## config.mk

```make
export PLATFORM = sky130hd
export DESIGN_NAME = timer_pin_b_io_select
export DESIGN_NICKNAME = d
export VERILOG_FILES = /design/src/timer_pin_b_pkg.sv /design/src/timer_pin_b_io_select.sv /design/src/pin_b_sync.sv /design/src/pin_b_channel.sv
export VERILOG_INCLUDE_DIRS = /design/src /design/src/src
export SDC_FILE = /design/constraint.sdc
export NUM_CORES = 1
export LEC_CHECK = 0
export ABC_CLOCK_PERIOD_IN_PS = 1800
export BUFFER_PORTS_ARGS = -buffer_cell sky130_fd_sc_hd__buf_2
export CORE_ASPECT_RATIO = 0.6
export CORE_MARGIN = 2
export CORE_UTILIZATION = 46
export CTS_CLUSTER_DIAMETER = 200
export DETAILED_ROUTE_END_ITERATION = 6
export PLACE_DENSITY = 0.77
export RECOVER_POWER = 50
export SLEW_MARGIN = 20
export SYNTH_ARGS = -nofsm -noshare
export SYNTH_HDL_FRONTEND = slang
export SYNTH_SLANG_ARGS = --single-unit
```

## constraint.sdc

```tcl
create_clock -name CLK -period 1.8 [get_ports CLK]
set_input_delay 0 -clock CLK [delete_from_list [all_inputs] [get_ports CLK]]
set_output_delay 0 -clock CLK [all_outputs]
set_load 0.1 [all_outputs]
```

## src/timer_pin_b_regs.svh

```systemverilog
// Register offsets, field positions, reset values and widths for pin B select
`ifndef TIMER_PIN_B_REGS_SVH
`define TIMER_PIN_B_REGS_SVH

// ----------------------------------------------------------------------
// Widths
// ----------------------------------------------------------------------
`define CNT_W 16
`define CTRL_W 8
`define ADDR_W 8

// ----------------------------------------------------------------------
// Byte offsets on the register bus
// ----------------------------------------------------------------------
`define OFS_C4_CTRL 8'h00
`define OFS_C5_CTRL 8'h04
`define OFS_C4_GENB 8'h08
`define OFS_C5_GENB 8'h0C
`define OFS_STATUS 8'h10

// ----------------------------------------------------------------------
// Reset values
// ----------------------------------------------------------------------
`define CTRL_RST 8'h00
`define GENB_RST 16'hFFFF

// ----------------------------------------------------------------------
// Selector field inside the control register, and bits within it
// ----------------------------------------------------------------------
`define SEL_MSB 7
`define SEL_LSB 4
`define SELB3 3
`define SELB2 2
`define SELB1 1
`define SELB0 0

// ----------------------------------------------------------------------
// Bus encodings
// ----------------------------------------------------------------------
`define HTRANS_ACT 1
`define HSIZE_WORD 3'h2

`endif

```

## src/timer_pin_b_pkg.sv

```systemverilog
// Types shared by the pin B selection logic
`include "timer_pin_b_regs.svh"

package timer_pin_b_pkg;

   // -------------------------------------------------------------------
   // Pin roles decoded from the selector field
   // -------------------------------------------------------------------
   typedef enum logic [2:0] {
      MODE_OFF  = 3'b000,
      OC_LOW    = 3'b001,
      OC_HIGH   = 3'b010,
      OC_TOGGLE = 3'b011,
      IC_RISE   = 3'b100,
      IC_FALL   = 3'b101,
      IC_BOTH   = 3'b110,
      IC_C3     = 3'b111
   } pin_mode_t;

   typedef logic [`CNT_W-1:0] count_t;
   typedef logic [`CTRL_W-1:0] ctrl_t;

endpackage

```

## src/timer_pin_b_io_select.sv

```systemverilog
// Pin B role selection for channels 4 and 5 behind an AHB-Lite slave
//
// Notes on behaviour
// Output compare, low bits 01: pin goes 0 on match; bit 2 initial level.
// Output compare, low bits 10: pin goes 1 on match, from initial level.
// Output compare, low bits 11 toggles on match; low bits 00 disable.
// Top bit 1, low bits 00: capture on rising pin edge.
// Capture mode, low bits 01: capture on falling pin edge.
// Capture mode, bit 1 set: capture on both edges, bit 0 ignored.
// Channel 4, top two bits set: capture on channel 3 C event.
// Each capture copies the counter into the B register that cycle.
//
// The implementer's own choices: the register addresses and the AHB-Lite interface to the registers.
`include "timer_pin_b_regs.svh"
module timer_pin_b_io_select (
   // Clock and reset
   input wire logic CLK,
   input wire logic RST_N,
   // AHB-Lite slave
   input wire logic HSEL,
   input wire logic [31:0] HADDR,
   input wire logic [1:0] HTRANS,
   input wire logic HWRITE,
   input wire logic [2:0] HSIZE,
   input wire logic [31:0] HWDATA,
   input wire logic HREADY,
   output logic HREADYOUT,
   output logic [31:0] HRDATA,
   output logic HRESP,
   // Counters of channels 4 and 5
   input wire timer_pin_b_pkg::count_t CNT4,
   input wire timer_pin_b_pkg::count_t CNT5,
   // Channel 3 C register event, one-cycle pulse
   input wire logic C3_EVENT,
   // Channel 4 pin B
   input wire logic PIN_B4_I,
   output logic PIN_B4_O,
   output logic PIN_B4_OE,
   // Channel 5 pin B
   input wire logic PIN_B5_I,
   output logic PIN_B5_O,
   output logic PIN_B5_OE,
   // Capture pulses
   output logic CAPT4,
   output logic CAPT5
);

   // ----------------------------------------------------------------------
   // Bus slave
   // ----------------------------------------------------------------------
   timer_pin_b_pkg::ctrl_t ctrl_q [2];
   logic [1:0] load_q;
   logic [1:0] genb_wr;
   logic [`ADDR_W-1:0] addr_q;
   logic wr_q;
   logic accept;
   logic [31:0] rd_val;
   logic [31:0] rdata_q;
   logic hreadyout_q;
   logic hresp_q;

   // Per-channel wires
   timer_pin_b_pkg::count_t cnt [2];
   timer_pin_b_pkg::count_t genb [2];
   timer_pin_b_pkg::pin_mode_t mode [2];
   logic [1:0] pin_i;
   logic [1:0] pin_o;
   logic [1:0] pin_oe;
   logic [1:0] capt;
   logic [1:0] lvl;
   logic [1:0] rise;
   logic [1:0] fall;
   logic [1:0] hit;
   logic [1:0] hit_q;
   logic [1:0] match;

   assign cnt[0] = CNT4;
   assign cnt[1] = CNT5;
   assign pin_i = {PIN_B5_I, PIN_B4_I};

   // Address phase is taken only when the bus is ready
   assign accept = HSEL && HTRANS[`HTRANS_ACT] && HREADY;

   // Read mux, evaluated in the address phase
   always_comb begin
      rd_val = 32'h0000_0000;
      if (HADDR[`ADDR_W-1:0] == `OFS_C4_CTRL) begin
         rd_val = {24'h00_0000, ctrl_q[0]};
      end else if (HADDR[`ADDR_W-1:0] == `OFS_C5_CTRL) begin
         rd_val = {24'h00_0000, ctrl_q[1]};
      end else if (HADDR[`ADDR_W-1:0] == `OFS_C4_GENB) begin
         rd_val = {16'h0000, genb[0]};
      end else if (HADDR[`ADDR_W-1:0] == `OFS_C5_GENB) begin
         rd_val = {16'h0000, genb[1]};
      end else if (HADDR[`ADDR_W-1:0] == `OFS_STATUS) begin
         rd_val = {28'h000_0000, pin_oe, lvl};
      end
   end

   // Address phase capture; sub-word writes are dropped without error
   always_ff @(posedge CLK or negedge RST_N) begin
      if (!RST_N) begin
         addr_q <= `ADDR_W'(0);
         wr_q <= 1'b0;
         rdata_q <= 32'h0000_0000;
      end else begin
         wr_q <= accept && HWRITE && (HSIZE == `HSIZE_WORD);
         if (accept) begin
            addr_q <= HADDR[`ADDR_W-1:0];
         end
         rdata_q <= (accept && !HWRITE) ? rd_val : 32'h0000_0000;
      end
   end

   // Zero wait state slave, always OKAY
   always_ff @(posedge CLK or negedge RST_N) begin
      if (!RST_N) begin
         hreadyout_q <= 1'b1;
         hresp_q <= 1'b0;
      end else begin
         hreadyout_q <= 1'b1;
         hresp_q <= 1'b0;
      end
   end

   // Control registers; load pulse follows so the new setting is seen
   always_ff @(posedge CLK or negedge RST_N) begin
      if (!RST_N) begin
         ctrl_q[0] <= `CTRL_RST;
         ctrl_q[1] <= `CTRL_RST;
         load_q <= 2'h0;
      end else begin
         load_q <= 2'h0;
         if (wr_q && addr_q == `OFS_C4_CTRL) begin
            ctrl_q[0] <= HWDATA[`CTRL_W-1:0];
            load_q[0] <= 1'b1;
         end else if (wr_q && addr_q == `OFS_C5_CTRL) begin
            ctrl_q[1] <= HWDATA[`CTRL_W-1:0];
            load_q[1] <= 1'b1;
         end
      end
   end

   // B register write strobes, data phase
   assign genb_wr[0] = wr_q && (addr_q == `OFS_C4_GENB);
   assign genb_wr[1] = wr_q && (addr_q == `OFS_C5_GENB);

   // Equality seen last cycle; one process keeps the vector single-driven
   always_ff @(posedge CLK or negedge RST_N) begin
      if (!RST_N) begin
         hit_q <= 2'h0;
      end else begin
         hit_q <= hit;
      end
   end

   // ----------------------------------------------------------------------
   // Channels
   // ----------------------------------------------------------------------
   genvar i;
   generate
      for (i = 0; i < 2; i++) begin : g_ch
         // A match is the first cycle the counter equals the B register,
         // so a stopped counter does not toggle the pin every cycle
         assign hit[i] = (cnt[i] == genb[i]);
         assign match[i] = hit[i] & ~hit_q[i];

         pin_b_sync u_sync (
            .clk(CLK),
            .rst_n(RST_N),
            .pin_i(pin_i[i]),
            .level(lvl[i]),
            .rise(rise[i]),
            .fall(fall[i])
         );

         pin_b_channel #(
            .C3_SRC(i == 0)
         ) u_chan (
            .clk(CLK),
            .rst_n(RST_N),
            .sel(ctrl_q[i][`SEL_MSB:`SEL_LSB]),
            .sel_load(load_q[i]),
            .genb_wr(genb_wr[i]),
            .genb_wdata(HWDATA[`CNT_W-1:0]),
            .cnt(cnt[i]),
            .match(match[i]),
            .rise(rise[i]),
            .fall(fall[i]),
            .c3_evt((i == 0) ? C3_EVENT : 1'b0),
            .mode(mode[i]),
            .genb_q(genb[i]),
            .pin_o_q(pin_o[i]),
            .pin_oe_q(pin_oe[i]),
            .capt_q(capt[i])
         );

         // -------------------------------------------------------------
         // Checks per channel
         // -------------------------------------------------------------
         property p_oc_low;
            @(posedge CLK) disable iff (!RST_N)
            match[i] && !load_q[i] && mode[i] == timer_pin_b_pkg::OC_LOW
               |=> pin_o[i] == 1'b0;
         endproperty
         a_oc_low: assert property (p_oc_low)
            else $error("pin not low after match");

         property p_oc_high;
            @(posedge CLK) disable iff (!RST_N)
            match[i] && !load_q[i] && mode[i] == timer_pin_b_pkg::OC_HIGH
               |=> pin_o[i] == 1'b1 && pin_oe[i];
         endproperty
         a_oc_high: assert property (p_oc_high)
            else $error("pin not high after match");

         property p_oc_tog;
            @(posedge CLK) disable iff (!RST_N)
            match[i] && !load_q[i] && mode[i] == timer_pin_b_pkg::OC_TOGGLE
               |=> pin_o[i] != $past(pin_o[i]);
         endproperty
         a_oc_tog: assert property (p_oc_tog)
            else $error("pin did not toggle");

         property p_off;
            @(posedge CLK) disable iff (!RST_N)
            mode[i] == timer_pin_b_pkg::MODE_OFF [*2] |-> !pin_oe[i];
         endproperty
         a_off: assert property (p_off)
            else $error("pin driven while disabled");

         property p_init;
            @(posedge CLK) disable iff (!RST_N)
            load_q[i] && !ctrl_q[i][`SEL_MSB] &&
               ctrl_q[i][`SEL_LSB+`SELB1 -: 2] != 2'h0
               |=> pin_o[i] == $past(ctrl_q[i][`SEL_LSB+`SELB2]);
         endproperty
         a_init: assert property (p_init)
            else $error("initial level wrong");

         property p_rise;
            @(posedge CLK) disable iff (!RST_N)
            mode[i] == timer_pin_b_pkg::IC_RISE && rise[i]
               |=> genb[i] == $past(cnt[i]) && capt[i];
         endproperty
         a_rise: assert property (p_rise)
            else $error("rising edge not captured");

         property p_fall;
            @(posedge CLK) disable iff (!RST_N)
            mode[i] == timer_pin_b_pkg::IC_FALL && fall[i]
               |=> genb[i] == $past(cnt[i]);
         endproperty
         a_fall: assert property (p_fall)
            else $error("falling edge not captured");

         property p_fall_only;
            @(posedge CLK) disable iff (!RST_N)
            mode[i] == timer_pin_b_pkg::IC_FALL && rise[i] && !genb_wr[i]
               |=> $stable(genb[i]) && !capt[i];
         endproperty
         a_fall_only: assert property (p_fall_only)
            else $error("rising edge captured in falling mode");

         property p_both;
            @(posedge CLK) disable iff (!RST_N)
            mode[i] == timer_pin_b_pkg::IC_BOTH && (rise[i] || fall[i])
               |=> genb[i] == $past(cnt[i]);
         endproperty
         a_both: assert property (p_both)
            else $error("edge missed in both-edge mode");

         property p_capt;
            @(posedge CLK) disable iff (!RST_N)
            capt[i] |-> genb[i] == $past(cnt[i]);
         endproperty
         a_capt: assert property (p_capt)
            else $error("capture did not copy counter");
      end
   endgenerate

   // ----------------------------------------------------------------------
   // Checks on channel 4 source selection and the bus
   // ----------------------------------------------------------------------
   property p_c3;
      @(posedge CLK) disable iff (!RST_N)
      mode[0] == timer_pin_b_pkg::IC_C3 && C3_EVENT
         |=> genb[0] == $past(CNT4) && CAPT4;
   endproperty
   a_c3: assert property (p_c3)
      else $error("channel 3 event not captured");

   property p_c3_no_pin;
      @(posedge CLK) disable iff (!RST_N)
      mode[0] == timer_pin_b_pkg::IC_C3 && !C3_EVENT && !genb_wr[0]
         |=> $stable(genb[0]);
   endproperty
   a_c3_no_pin: assert property (p_c3_no_pin)
      else $error("pin edge captured with channel 3 source");

   property p_rd_ctrl4;
      @(posedge CLK) disable iff (!RST_N)
      accept && !HWRITE && HADDR[`ADDR_W-1:0] == `OFS_C4_CTRL && !wr_q
         |=> HRDATA == {24'h00_0000, ctrl_q[0]} && HREADYOUT;
   endproperty
   a_rd_ctrl4: assert property (p_rd_ctrl4)
      else $error("control read data wrong");

   // Main scenarios
   c_toggle: cover property (@(posedge CLK) disable iff (!RST_N)
      match[0] && mode[0] == timer_pin_b_pkg::OC_TOGGLE);
   c_c3: cover property (@(posedge CLK) disable iff (!RST_N)
      mode[0] == timer_pin_b_pkg::IC_C3 && C3_EVENT);
   c_both: cover property (@(posedge CLK) disable iff (!RST_N)
      mode[1] == timer_pin_b_pkg::IC_BOTH && fall[1]);
   c_race: cover property (@(posedge CLK) disable iff (!RST_N)
      capt[1] && $past(genb_wr[1]));

   // ----------------------------------------------------------------------
   // Outputs, each straight from a flop
   // ----------------------------------------------------------------------
   assign HREADYOUT = hreadyout_q;
   assign HRDATA = rdata_q;
   assign HRESP = hresp_q;
   assign PIN_B4_O = pin_o[0];
   assign PIN_B4_OE = pin_oe[0];
   assign PIN_B5_O = pin_o[1];
   assign PIN_B5_OE = pin_oe[1];
   assign CAPT4 = capt[0];
   assign CAPT5 = capt[1];

endmodule

```

## src/pin_b_sync.sv

```systemverilog
// Two-flop synchroniser and edge detector for one timer pin
module pin_b_sync (
   // Clock and reset
   input wire logic clk,
   input wire logic rst_n,
   // Pin
   input wire logic pin_i,
   // Synchronised level and edge pulses
   output logic level,
   output logic rise,
   output logic fall
);

   logic s1_q;
   logic s2_q;
   logic s3_q;

   // Only s2 reads s1; edges are taken between s2 and s3
   always_ff @(posedge clk or negedge rst_n) begin
      if (!rst_n) begin
         s1_q <= 1'b0;
         s2_q <= 1'b0;
         s3_q <= 1'b0;
      end else begin
         s1_q <= pin_i;
         s2_q <= s1_q;
         s3_q <= s2_q;
      end
   end

   // Edge pulses, one cycle each
   assign level = s2_q;
   assign rise = s2_q & ~s3_q;
   assign fall = ~s2_q & s3_q;

endmodule

```

## src/pin_b_channel.sv

```systemverilog
// Mode decode, pin drive and B register capture for one channel
`include "timer_pin_b_regs.svh"
module pin_b_channel #(
   parameter bit C3_SRC = 1'b0
) (
   // Clock and reset
   input wire logic clk,
   input wire logic rst_n,
   // Configuration
   input wire logic [3:0] sel,
   input wire logic sel_load,
   // Software access to the B register
   input wire logic genb_wr,
   input wire timer_pin_b_pkg::count_t genb_wdata,
   // Timer events
   input wire timer_pin_b_pkg::count_t cnt,
   input wire logic match,
   input wire logic rise,
   input wire logic fall,
   input wire logic c3_evt,
   // Results
   output timer_pin_b_pkg::pin_mode_t mode,
   output timer_pin_b_pkg::count_t genb_q,
   output logic pin_o_q,
   output logic pin_oe_q,
   output logic capt_q
);

   logic is_oc;
   logic ev;

   // Selector decode; the c3 source only exists where C3_SRC is set
   always_comb begin
      mode = timer_pin_b_pkg::MODE_OFF;
      if (!sel[`SELB3]) begin
         case (sel[`SELB1:`SELB0])
            2'h1: mode = timer_pin_b_pkg::OC_LOW;
            2'h2: mode = timer_pin_b_pkg::OC_HIGH;
            2'h3: mode = timer_pin_b_pkg::OC_TOGGLE;
            default: mode = timer_pin_b_pkg::MODE_OFF;
         endcase
      end else if (C3_SRC && sel[`SELB2]) begin
         mode = timer_pin_b_pkg::IC_C3;
      end else if (sel[`SELB1]) begin
         mode = timer_pin_b_pkg::IC_BOTH;
      end else if (sel[`SELB0]) begin
         mode = timer_pin_b_pkg::IC_FALL;
      end else begin
         mode = timer_pin_b_pkg::IC_RISE;
      end
   end

   assign is_oc = !sel[`SELB3] && (sel[`SELB1:`SELB0] != 2'h0);

   // Capture source per mode
   always_comb begin
      case (mode)
         timer_pin_b_pkg::IC_RISE: ev = rise;
         timer_pin_b_pkg::IC_FALL: ev = fall;
         timer_pin_b_pkg::IC_BOTH: ev = rise | fall;
         timer_pin_b_pkg::IC_C3: ev = c3_evt;
         default: ev = 1'b0;
      endcase
   end

   // B register: a capture beats a software write in the same cycle
   always_ff @(posedge clk or negedge rst_n) begin
      if (!rst_n) begin
         genb_q <= `GENB_RST;
         capt_q <= 1'b0;
      end else begin
         capt_q <= ev;
         if (ev) begin
            genb_q <= cnt;
         end else if (genb_wr) begin
            genb_q <= genb_wdata;
         end
      end
   end

   // Pin drive: a new setting loads the initial level, then matches act
   always_ff @(posedge clk or negedge rst_n) begin
      if (!rst_n) begin
         pin_o_q <= 1'b0;
         pin_oe_q <= 1'b0;
      end else begin
         pin_oe_q <= is_oc;
         if (sel_load) begin
            pin_o_q <= is_oc & sel[`SELB2];
         end else if (match && is_oc) begin
            case (mode)
               timer_pin_b_pkg::OC_LOW: pin_o_q <= 1'b0;
               timer_pin_b_pkg::OC_HIGH: pin_o_q <= 1'b1;
               default: pin_o_q <= ~pin_o_q;
            endcase
         end
      end
   end

endmodule

```

[Word level (Yosys, flattened, before mapping)]
Index checks and enable logic that the tools add are counted.
Word-level totals
  bits in latches: 0
  bits of input ports: 109
  bits in read-only memories: 0
  memory bits (writable): 0
  memories kept: 0
  output and inout port bits: 40
  flip-flop bits (word level): 105
  logic and storage cells: 122
Operators by class
  add/subtract/negate cells: 0
  bitwise gates (word level): 19
  multiplexer cells: 30
  div/mod/pow operators: 0
  shifts and indexed selects: 0
  magnitude comparators: 0
  reduce and logical (&&, ||, !) cells: 25
  multiply operators: 0
  eq/ne operators: 27
Operator list (number)
  2-to-1 mux 16 bit: 6
  2-to-1 mux 32 bit: 3
  == test 16 bit: 2
  == test 8 x 4 -> 1 bit, second input constant: 4
  == test 3 bit, second input constant: 7
  == test 8 x 3 -> 1 bit, second input constant: 2
  logical NOT 8 bit: 2
  2-to-1 mux 3 bit: 5
  logical AND 1 bit: 13
  one-hot mux 2 bit (3 select lines): 2
  nonzero test 2 bit: 6
  == test 3 x 2 -> 1 bit, second input constant: 3
  2-to-1 mux 1 bit: 9
  NOT 1 bit: 9
  bitwise AND 1 bit: 8
  == test 2 bit, second input constant: 4
  == test 8 x 5 -> 1 bit, second input constant: 1
  == test 3 x 1 -> 1 bit, second input constant: 2
  == test 2 x 1 -> 1 bit, second input constant: 2
  2-to-1 mux 4 bit: 1
  one-hot mux 1 bit (2 select lines): 2
  one-hot mux 1 bit (4 select lines): 1
  logical NOT 1 bit: 3
  one-hot mux 1 bit (3 select lines): 1
  other kinds (2): 3

[Depth between registers and ports, before layout]
Gate-level depths: netlist of run 1.
  word-level depth: 8
  depth in mapped cells: 8
  mapped depth without buffers: 7

[By module]
From an unflattened synthesis of run 1, not the netlist that was laid out.
Unflattened totals
  cells, all modules: 373
  area total of the unflattened synthesis: 4754.6 µm²
Modules (own cells, without submodules)
  timer_pin_b_io_select: instances 1, seq. area each 1126.1 µm², cells an instance 222, area an instance 2497.4 µm²
  pin_b_channel at g_ch[0].u_chan: instances 1, seq. area each 495.5 µm², cells an instance 75, area an instance 1047.3 µm²
  pin_b_channel at g_ch[1].u_chan: instances 1, seq. area each 495.5 µm², cells an instance 66, area an instance 1029.7 µm²
  pin_b_sync: instances 2, seq. area each 75.1 µm², cells an instance 5, area an instance 90.1 µm²

[Worst setup path before layout of run 1]
Ideal clock, no wire load.
  path kind: register -> register
  from: reg addr_q[5]
  to: reg g_ch[0].u_chan.genb_q[13]
  slack: 21 ps
  required time: 1708 ps
  arrival time: 1687 ps
  path buffers: 1
  setup time: 92 ps
  period minus slack after synthesis: 1779 ps
  cell stages (with the launch flop): 7
  cell sequence: dfrtp_1 > nor4_2 > nand4_1 > nor2_4 > buf_4 > mux2i_1 > o21ai_0
Between the ends
  word-level cells in the longest chain between the ends: 3
RTL lines
  start, declared: line timer_pin_b_io_select.sv:54  | logic [`ADDR_W-1:0] addr_q;
  start signal, assigned: line timer_pin_b_io_select.sv:103  | addr_q <= `ADDR_W'(0);
  start signal, assigned: line timer_pin_b_io_select.sv:109  | addr_q <= HADDR[`ADDR_W-1:0];
  == test 8 x 4 -> 1 bit (no source line)
  logical AND 1 bit: line timer_pin_b_io_select.sv:145  | assign genb_wr[0] = wr_q && (addr_q == `OFS_C4_GENB);
  nonzero test 2 bit (no source line)
  end signal, assigned: line pin_b_channel.sv:69  | genb_q <= `GENB_RST;
  end signal, assigned: line pin_b_channel.sv:74  | genb_q <= cnt;
  end signal, assigned: line pin_b_channel.sv:76  | genb_q <= genb_wdata;
  end, declared: line pin_b_channel.sv:23  | output timer_pin_b_pkg::count_t genb_q,
No other way between the ends.
A chain may end at the register's enable or synchronous reset.

[Worst setup path after layout of run 1]
  from: reg addr_q[6]
  to: reg ctrl_q[14] in the netlist's numbering
Between the ends
  word-level cells in the longest chain between the ends: 2
RTL lines
  logical NOT 8 bit (no source line)
  logical AND 1 bit (no source line)
  end, declared: line timer_pin_b_io_select.sv:51  | timer_pin_b_pkg::ctrl_t ctrl_q [2];
No other way between the ends.

==> results of run 1 <==
placed cells by master, fill, tap and decap left out, types with 3 or more instances in the layout:
cell type      synthesis  layout
buf_12                 0       6
mux2_2                26      20
a21oi_1               10      10
clkbuf_16              0      11
nor2_4                 3       3
nor2_1                16      16
inv_1                  8       8
xnor2_1               32      32
buf_6                  1       3
dfrtp_1               57      57
nand3_1                6       5
mux2i_2                0       3
dlygate4sd3_1          0      60
buf_2                  2      88
mux2i_1               44      41
dfstp_2               32      32
ha_1                   4       4
a22oi_1                8       8
nor3_1                 5       5
o21ai_0               30      13
conb_1                 2      18
mux2_4                 0       6
a211oi_1               4       4
o21ai_1                3      20
buf_4                 20      15
nand2_1               37      37
nand4_1                9       9
final cells by class:
cell class / instances / share of cell area
Clock buffer: 9 / 0.03603
Tap cell: 130 / 0.02602
Inverter: 8 / 0.004804
Multi-Input combinational cell: 282 / 0.3391
Sequential cell: 89 / 0.3627
Timing Repair Buffer: 177 / 0.2204
Clock inverter: 7 / 0.01101
metal layers:
metal | up-vias | wire, um
li1 | 1705 | -
met4 | 0 | 205
met2 | 179 | 5844
met1 | 1830 | 5714
met3 | 19 | 988
met5 | - | 0
critical path, stage by stage, from the launching register on:
cell and delay [ns]:
dfrtp_1 0.40, nor4_4 0.32, buf_4 0.18, nand3_4 0.07, nor3_4 0.20, buf_6 0.16
mux2_2 0.32
metrics by stage:
| step | area [sq um] | hold WS (ns) | power [mW] |
|---|---|---|---|
| floorplan | 4546 | -0.2956 | 2.736 |
| global placement | 5177 | 0.06085 | 2.938 |
| detailed placement | 5177 | 0.06867 | 2.967 |
| CTS | 6106 | 0.1149 | 4.962 |
| global route | 6251 | 0.1431 | 5.175 |
| finish | 6251 | 0.1219 | 4.979 |
power groups by stage:
stage          logic (mW)  registers, mW  clock network [mW]
3_5_place_dp        0.657           2.31                   0
6_report            0.815           2.28                1.88
2_1_floorplan       0.448           2.29                   0
4_1_cts             0.765           2.29                1.91
3_3_place_gp        0.639           2.30                   0
5_1_grt             0.871           2.30                2.01
state kept, by name, indices dropped and copies added (netlist names):
name                  cells
HRDATA                   16
addr_q                    8
ctrl_q                   16
g_ch.u_chan.capt_q        2
g_ch.u_chan.genb_q       32
g_ch.u_chan.pin_o_q       2
g_ch.u_chan.pin_oe_q      2
g_ch.u_sync.level         2
g_ch.u_sync.s1_q          2
g_ch.u_sync.s3_q          2
hit_q                     2
load_q                    2
wr_q                      1
worst paths after layout:
check	start	to	slack [ns]	cells after the start
min reg2reg	g_ch[0].u_sync.s1_q$_DFF_PN0_	g_ch[0].u_sync.level$_DFF_PN0_	0.36	0
max reg2reg	addr_q[6]$_DFFE_PN0P_	ctrl_q[14]$_DFFE_PN0P_	0.01	6
max in group asynchronous	RST_N	g_ch[0].u_chan.genb_q[0]$_DFFE_PN1P_	0.21	3
max	addr_q[6]$_DFFE_PN0P_	ctrl_q[14]$_DFFE_PN0P_	0.01	6
min in group asynchronous	RST_N	g_ch[0].u_chan.capt_q$_DFF_PN0_	0.47	2
min	HTRANS[1]	HRDATA[1]$_DFF_PN0_	0.12	4
cells by family after synthesis:
logic type | count (synthesis) | synth area share
AND/OR/NAND/NOR | 94 | 0.1102
flip-flops | 89 | 0.5054
multiplexers | 73 | 0.1760
AO/OA/AOI/OAI | 61 | 0.07978
buffers and inverters | 41 | 0.05328
XOR/XNOR | 32 | 0.06248
adder cells (fa/ha/maj) | 4 | 0.01116
other | 2 | 0.001674
synth_stat cells (5+ instances only):
master    count
dfrtp_1      57
mux2i_1      44
nand2_1      37
dfstp_2      32
xnor2_1      32
o21ai_0      30
mux2_2       26
buf_4        20
nor2_1       16
a21oi_1      10
clkbuf_1      9
nand4_1       9
a22oi_1       8
inv_1         8
nand3_1       6
nor3_1        5
repair_timing:
item                                   CTS  global route
pin swaps                                0             6
hold buffers                            60             0
endpoints found under the hold margin   99             0
setup endpoints to repair               22            38
buffers inserted                         1             6
resized for setup                        4            32
gates cloned                             0             2
==> summary.txt, run 1 <==
Final layout
  – Util after Layout: 0.6704
  – Reg area: 0.002267 sq mm
  – # diodes: 0
  – Nets: 680
  – Area Overhead vs Synth: 39.36%
  – Fillcell total: 684
  – Share of post-route cells with drive strength above 1: 0.3654
  – Multi-input logic area: 0.002120 sq mm
  – Non-Filler Instances: 702

Setup path
  – Crit. End Element: register
  – Critical path fanouts, max: 4
  – Crit path launch type: register
  – Setup CP Type: reg -> reg
  – Arr. time, crit path: 2.02 ns
  – Worst Path Required: 2.03 ns

Global routing
  – Vias in the first global route: 3,616
  – Initial antenna violation count: 0
  – First-pass GRT wire length: 19.10 mm
  – Largest net degree at the start of global routing: 49
  – Grt met2 use: 0.3754
  – Met1 usage: 0.3289
  – Total track usage: 0.2398
  – Met3 global-route usage: 0.06503
  – Grt peak-use layer: met2
  – GRT overflow: 0

Drt
  – TritonRoute pass-1 iters: 5
  – Post-DRT Antenna Nets: 0
  – Via Count: 3,733
  – DR DRC count: 0
  – 1st-iter DRT viols: 338
  – WL per Instance: 18.17 um
  – Vias/cell: 5.318
  – DRT Wirelength: 12.75 mm

Pwr
  – VDD IR max: 0.5841 mV
  – Pwr Density: 796.5 mW/mm^2
  – Sw Pwr: 1.395 mW
  – Internal power: 3.585 mW
  – Part of the power in registers: 0.459
  – Clock power frac: 0.378
  – Leak: 2.684 nW
  – Logic pwr share: 0.164
  – Switch share: 0.2801

Logic synthesis
  – Area leader, netlist: dfrtp_1
  – Post-synthesis sequential area ratio: 0.5054
  – Post-synth EDFFs: 0
  – Post-synthesis average cell area: 11.33 sq um
  – Fraction of registers with async set/reset: 1.000
  – Synth Instances: 396
  – Synth unique cells: 45
  – Synth top area share: 0.3180
  – Post-Syn Area: 0.004486 sq mm
  – Yosys warns: 0
  – Most used flip-flop cell after synthesis: dfrtp_1
  – Yosys reg bits: 89
  – Synth area leaders: dfrtp_1 32%, dfstp_2 19%, mux2i_1 9.8%

Die
  – Std cell rows: 27
  – Die extent in x: 131.5 um
  – Core Footprint: 0.009324 sq mm
  – I/O pin total: 149
  – Full die area: 0.01058 sq mm
  – Initial core utilization: 0.4811
  – Die height: 80.49 um

Clock network
  – Worst-path clk slew: 0.06 ns
  – CTS root buf: clkbuf_16
  – Clk_lat worst skew: 0.35 ns
  – CTS Sinks: 89
  – Max Buffers Root-to-Sink: 2
  – Htree depth: 3
  – CTS tree: yes
  – Total CTS buffers: 9

Timing
  – Fmax: 0.5593 GHz
  – Slew Limit Fails: 0
  – Slew @ Worst Pin: 1.274 ns
  – Final TNS setup: 0 ns
  – Final setup viols: 0
  – Slew HR: 0.1507
  – Worst Setup Slack, final: 0.01193 ns
  – RSZ-0062 raised after global routing: yes
  – Final Hold Fails: 0
  – Crit path time final: 1.788 ns
  – Final clock skew: 0.008085 ns
  – Final Cycle Share: 0.9934

Placed design
  – Port bufs: 89
  – Cells after DPL: 617
  – Gpl congestion: 0.8411
  – DP Wirelength: 8.340 mm
  – Place WS: -0.05274 ns

Job
  – MaxCap Viol Count: 0

Hold path
  – Hold Path Class: in -> reg

Run status
  – Status: finished, final reports clean
Note: power is estimated with default switching activity, not from simulation.
==> run 2, diff against run 1 <==
- ABC_AREA: not set -> 1
- CORE_UTILIZATION: 46 -> 48
==> summary.txt, run 2 <==
Clock network
  – CTS Sinks: 89 (unchanged)
  – Setup repair bufs after CTS: 0 (-1)
  – Clk_lat worst skew: 0.35 ns (about the same)
  – CTS root buf: clkbuf_16
  – Max Buffers Root-to-Sink: 2 (unchanged)
  – Htree depth: 3 (unchanged)
  – Total CTS buffers: 9 (unchanged)
  – Worst-path clk slew: 0.06 ns (about the same)
  – CTS tree: yes

Die
  – Initial core utilization: 0.4944 (+0.01337)
  – Core Footprint: 0.01060 sq mm (+14%)
  – Die extent in x: 138.9 um (+5.6%)
  – Die height: 84.93 um (+5.5%)
  – I/O pin total: 149 (unchanged)
  – Full die area: 0.01179 sq mm (+11%)
  – Std cell rows: 29 (+7.4%)

Logic synthesis
  – Post-synth EDFFs: 0 (unchanged)
  – Yosys reg bits: 89 (unchanged)
  – Yosys warns: 0 (unchanged)
  – Post-Syn Area: 0.005239 sq mm (+17%)
  – Synth unique cells: 39 (-13%)
  – Fraction of registers with async set/reset: 1.000 (unchanged)
  – Most used flip-flop cell after synthesis: dfrtp_1
  – Synth Instances: 686 (+73%)
  – Post-synthesis average cell area: 7.637 sq um (-33%)
  – Count leader, synth: nand2_1
  – Post-synth top cells: 185 x nand2_1, 90 x inv_1, 57 x dfrtp_1, 56 x nand3_1, 48 x nor2_1
  – Area leader, netlist: dfrtp_1
  – Synth area leaders: dfrtp_1 27%, dfstp_2 16%, nand2_1 13%
  – Synth top area share: 0.2723 (-0.04572)
  – Post-synthesis sequential area ratio: 0.4328 (-0.07267)

Setup path
  – R2r setup slk: 0.17 ns (+0.16 ns)
  – Crit path launch type: input pin
  – Crit. End Element: register
  – Arr. time, crit path: 2.00 ns (-0.02 ns)
  – Critical path fanouts, max: 7 (+3)
  – Worst Path Required: 2.04 ns (about the same)
  – Setup CP Type: in -> reg

Timing
  – Slew Limit Fails: 0 (unchanged)
  – Slew @ Worst Pin: 0.8245 ns (-0.4495 ns)
  – Fmax: 0.5696 GHz (+1.9%)
  – Final setup viols: 0 (unchanged)
  – Crit path time final: 1.756 ns (-0.03252 ns)
  – Slew HR: 0.4503 (+0.2996)
  – Final clock skew: 0.006946 ns (-0.001139 ns)
  – Final Cycle Share: 0.9753 (-0.01806)
  – Final Hold Fails: 0 (unchanged)

Final layout
  – # diodes: 0 (unchanged)
  – Fillcell total: 923 (+35%)
  – Area Overhead vs Synth: 27.59%
  – Max reg flops: 32 (unchanged)
  – Util after Layout: 0.6308 (-0.03958)
  – Share of post-route cells with drive strength above 1: 0.2408 (-0.1246)
  – Nets: 951 (+40%)
  – Most flops, register: g_ch.u_chan.genb_q
  – Most common cell after layout, fill and taps aside: nand2_1
  – Most frequent cells in the layout: 185 x nand2_1, 90 x inv_1, 88 x buf_2

Global routing
  – Largest net degree at the start of global routing: 45 (-8.2%)
  – First-pass GRT wire length: 24.90 mm (+30%)
  – GRT overflow: 0 (unchanged)
  – Vias in the first global route: 4,782 (+32%)
  – Initial antenna violation count: 1 (+1)
  – Total track usage: 0.2732 (+0.03332)

Pwr
  – Tot Pwr: 5.510 mW (+11%)
  – Pwr Density: 824.4 mW/mm^2 (+3.5%)
  – VDD IR max: 0.4479 mV (-23%)
  – Leak: 3.481 nW (+30%)

Drt
  – WL per Instance: 15.87 um (-13%)
  – Vias/cell: 5.339 (+0.40%)
  – Via Count: 5,243 (+40%)
  – TritonRoute pass-1 iters: 7 (+2)
  – DR DRC count: 2 (+2)
  – 1st-iter DRT viols: 605 (+79%)
  – Post-DRT Antenna Nets: 0 (unchanged)
  – DRT Wirelength: 15.59 mm (+22%)

Placed design
  – DP Wirelength: 11.18 mm (+34%)
  – Gpl congestion: 0.9273 (+10%)
  – Port bufs: 89 (unchanged)

Run status
  – Failing checks: DRC
  – Status: complete, but fails checks

Hold path
  – Hold Path Class: in -> reg

Job
  – MaxCap Viol Count: 0 (unchanged)
[run 2: changes by cell type after synthesis, moves of 12 or more]
cell,previous run,this run
nand2_1,37,185
inv_1,8,90
nand3_1,6,56
mux2i_1,44,0
nor2_1,16,48
xnor2_1,32,0
mux2_2,26,0
o21ai_1,3,21
o21ai_2,0,13
nand2_2,0,12
o211ai_1,1,13
o21ai_0,30,18
[run 2: per-layer routing]
layer,track usage,up-vias,share of wire
li1,-,2480,-
met1,0.4041,2436,0.44
met2,0.4017,295,0.43
met3,0.06941,30,0.12
met4,0.07163,2,0.016
met5,0,-,0.00077
[run 2: final cells by class]
cell class	instances	area (sq um)	share of cell area
multi-input cells	476	2391	0.3577
flip-flops and latches	89	2267	0.3392
repair buffers	163	1166	0.1745
inverters	99	385.4	0.05766
clock buffers	13	260.3	0.03894
well taps	139	173.9	0.02602
clock inverters	3	40.04	0.005990
[run 2: cells by family (layout without fill, tap and decap cells)]
logic type / Yosys count / in the layout / share of synthesized area
XOR/XNOR: 6 / 6 / 0.01003
flip-flops: 89 / 89 / 0.4328
AND/OR/NAND/NOR: 355 / 355 / 0.3086
AO/OA/AOI/OAI: 93 / 93 / 0.1139
other: 2 / 18 / 0.001434
adder cells (fa/ha/maj): 4 / 4 / 0.009554
buffers and inverters: 137 / 278 / 0.1237
[run 2: repair_timing]
item / in CTS / in global routing
hold buffers: 57 / 0
endpoints found under the setup margin: 0 / 4
hold endpoints to repair: 97 / 0
resized for setup: 0 / 2
[run 2: path summary, 6_finish.rpt]
path	startpoint	depth (start not counted)	endpoint
hold / removal	CNT4[4]	5	g_ch[0].u_chan.genb_q[4]$_DFFE_PN1P_
min in group asynchronous	RST_N	2	g_ch[1].u_sync.s3_q$_DFF_PN0_
setup reg to reg	addr_q[7]$_DFFE_PN0P_	6	g_ch[0].u_chan.genb_q[3]$_DFFE_PN1P_
setup / recovery	HADDR[6]	11	HRDATA[1]$_DFF_PN0_
max in group asynchronous	RST_N	3	g_ch[0].u_chan.genb_q[9]$_DFFE_PN1P_
hold reg to reg	g_ch[0].u_sync.s1_q$_DFF_PN0_	0	g_ch[0].u_sync.level$_DFF_PN0_
[run 2: stage by stage]
step	TNS [ns]	setup WS [ns]	hold slack [ns]	cells	area, sq um
after floorplan	0	0.2858	-0.2956	702	5299
after global routing	-0.05618	-0.02990	0.03994	982	6684
after global placement	0	0.2492	-0.03018	909	5823
after CTS	0	0.05087	0.007203	982	6694
after detailed placement	0	0.1784	-0.02750	909	5823
final	0	0.04444	0.02513	982	6684
[run 2: where the power goes]
| group | total (mW) | switching, mW | internal, mW |
|---|---|---|---|
| clock | 1.91 | 0.759 | 1.15 |
| sequential | 2.41 | 0.171 | 2.24 |
| combinational | 1.19 | 0.789 | 0.404 |
[run 2: critical path, cell delays in order]
cell           delay, ns
dlygate4sd3_1       0.54
buf_2               0.13
inv_1               0.06
nand2_1             0.07
nor2_1              0.33
nand2_1             0.30
o21ai_0             0.23
inv_1               0.06
nand2_1             0.05
nand2_1             0.05
a21oi_1             0.18
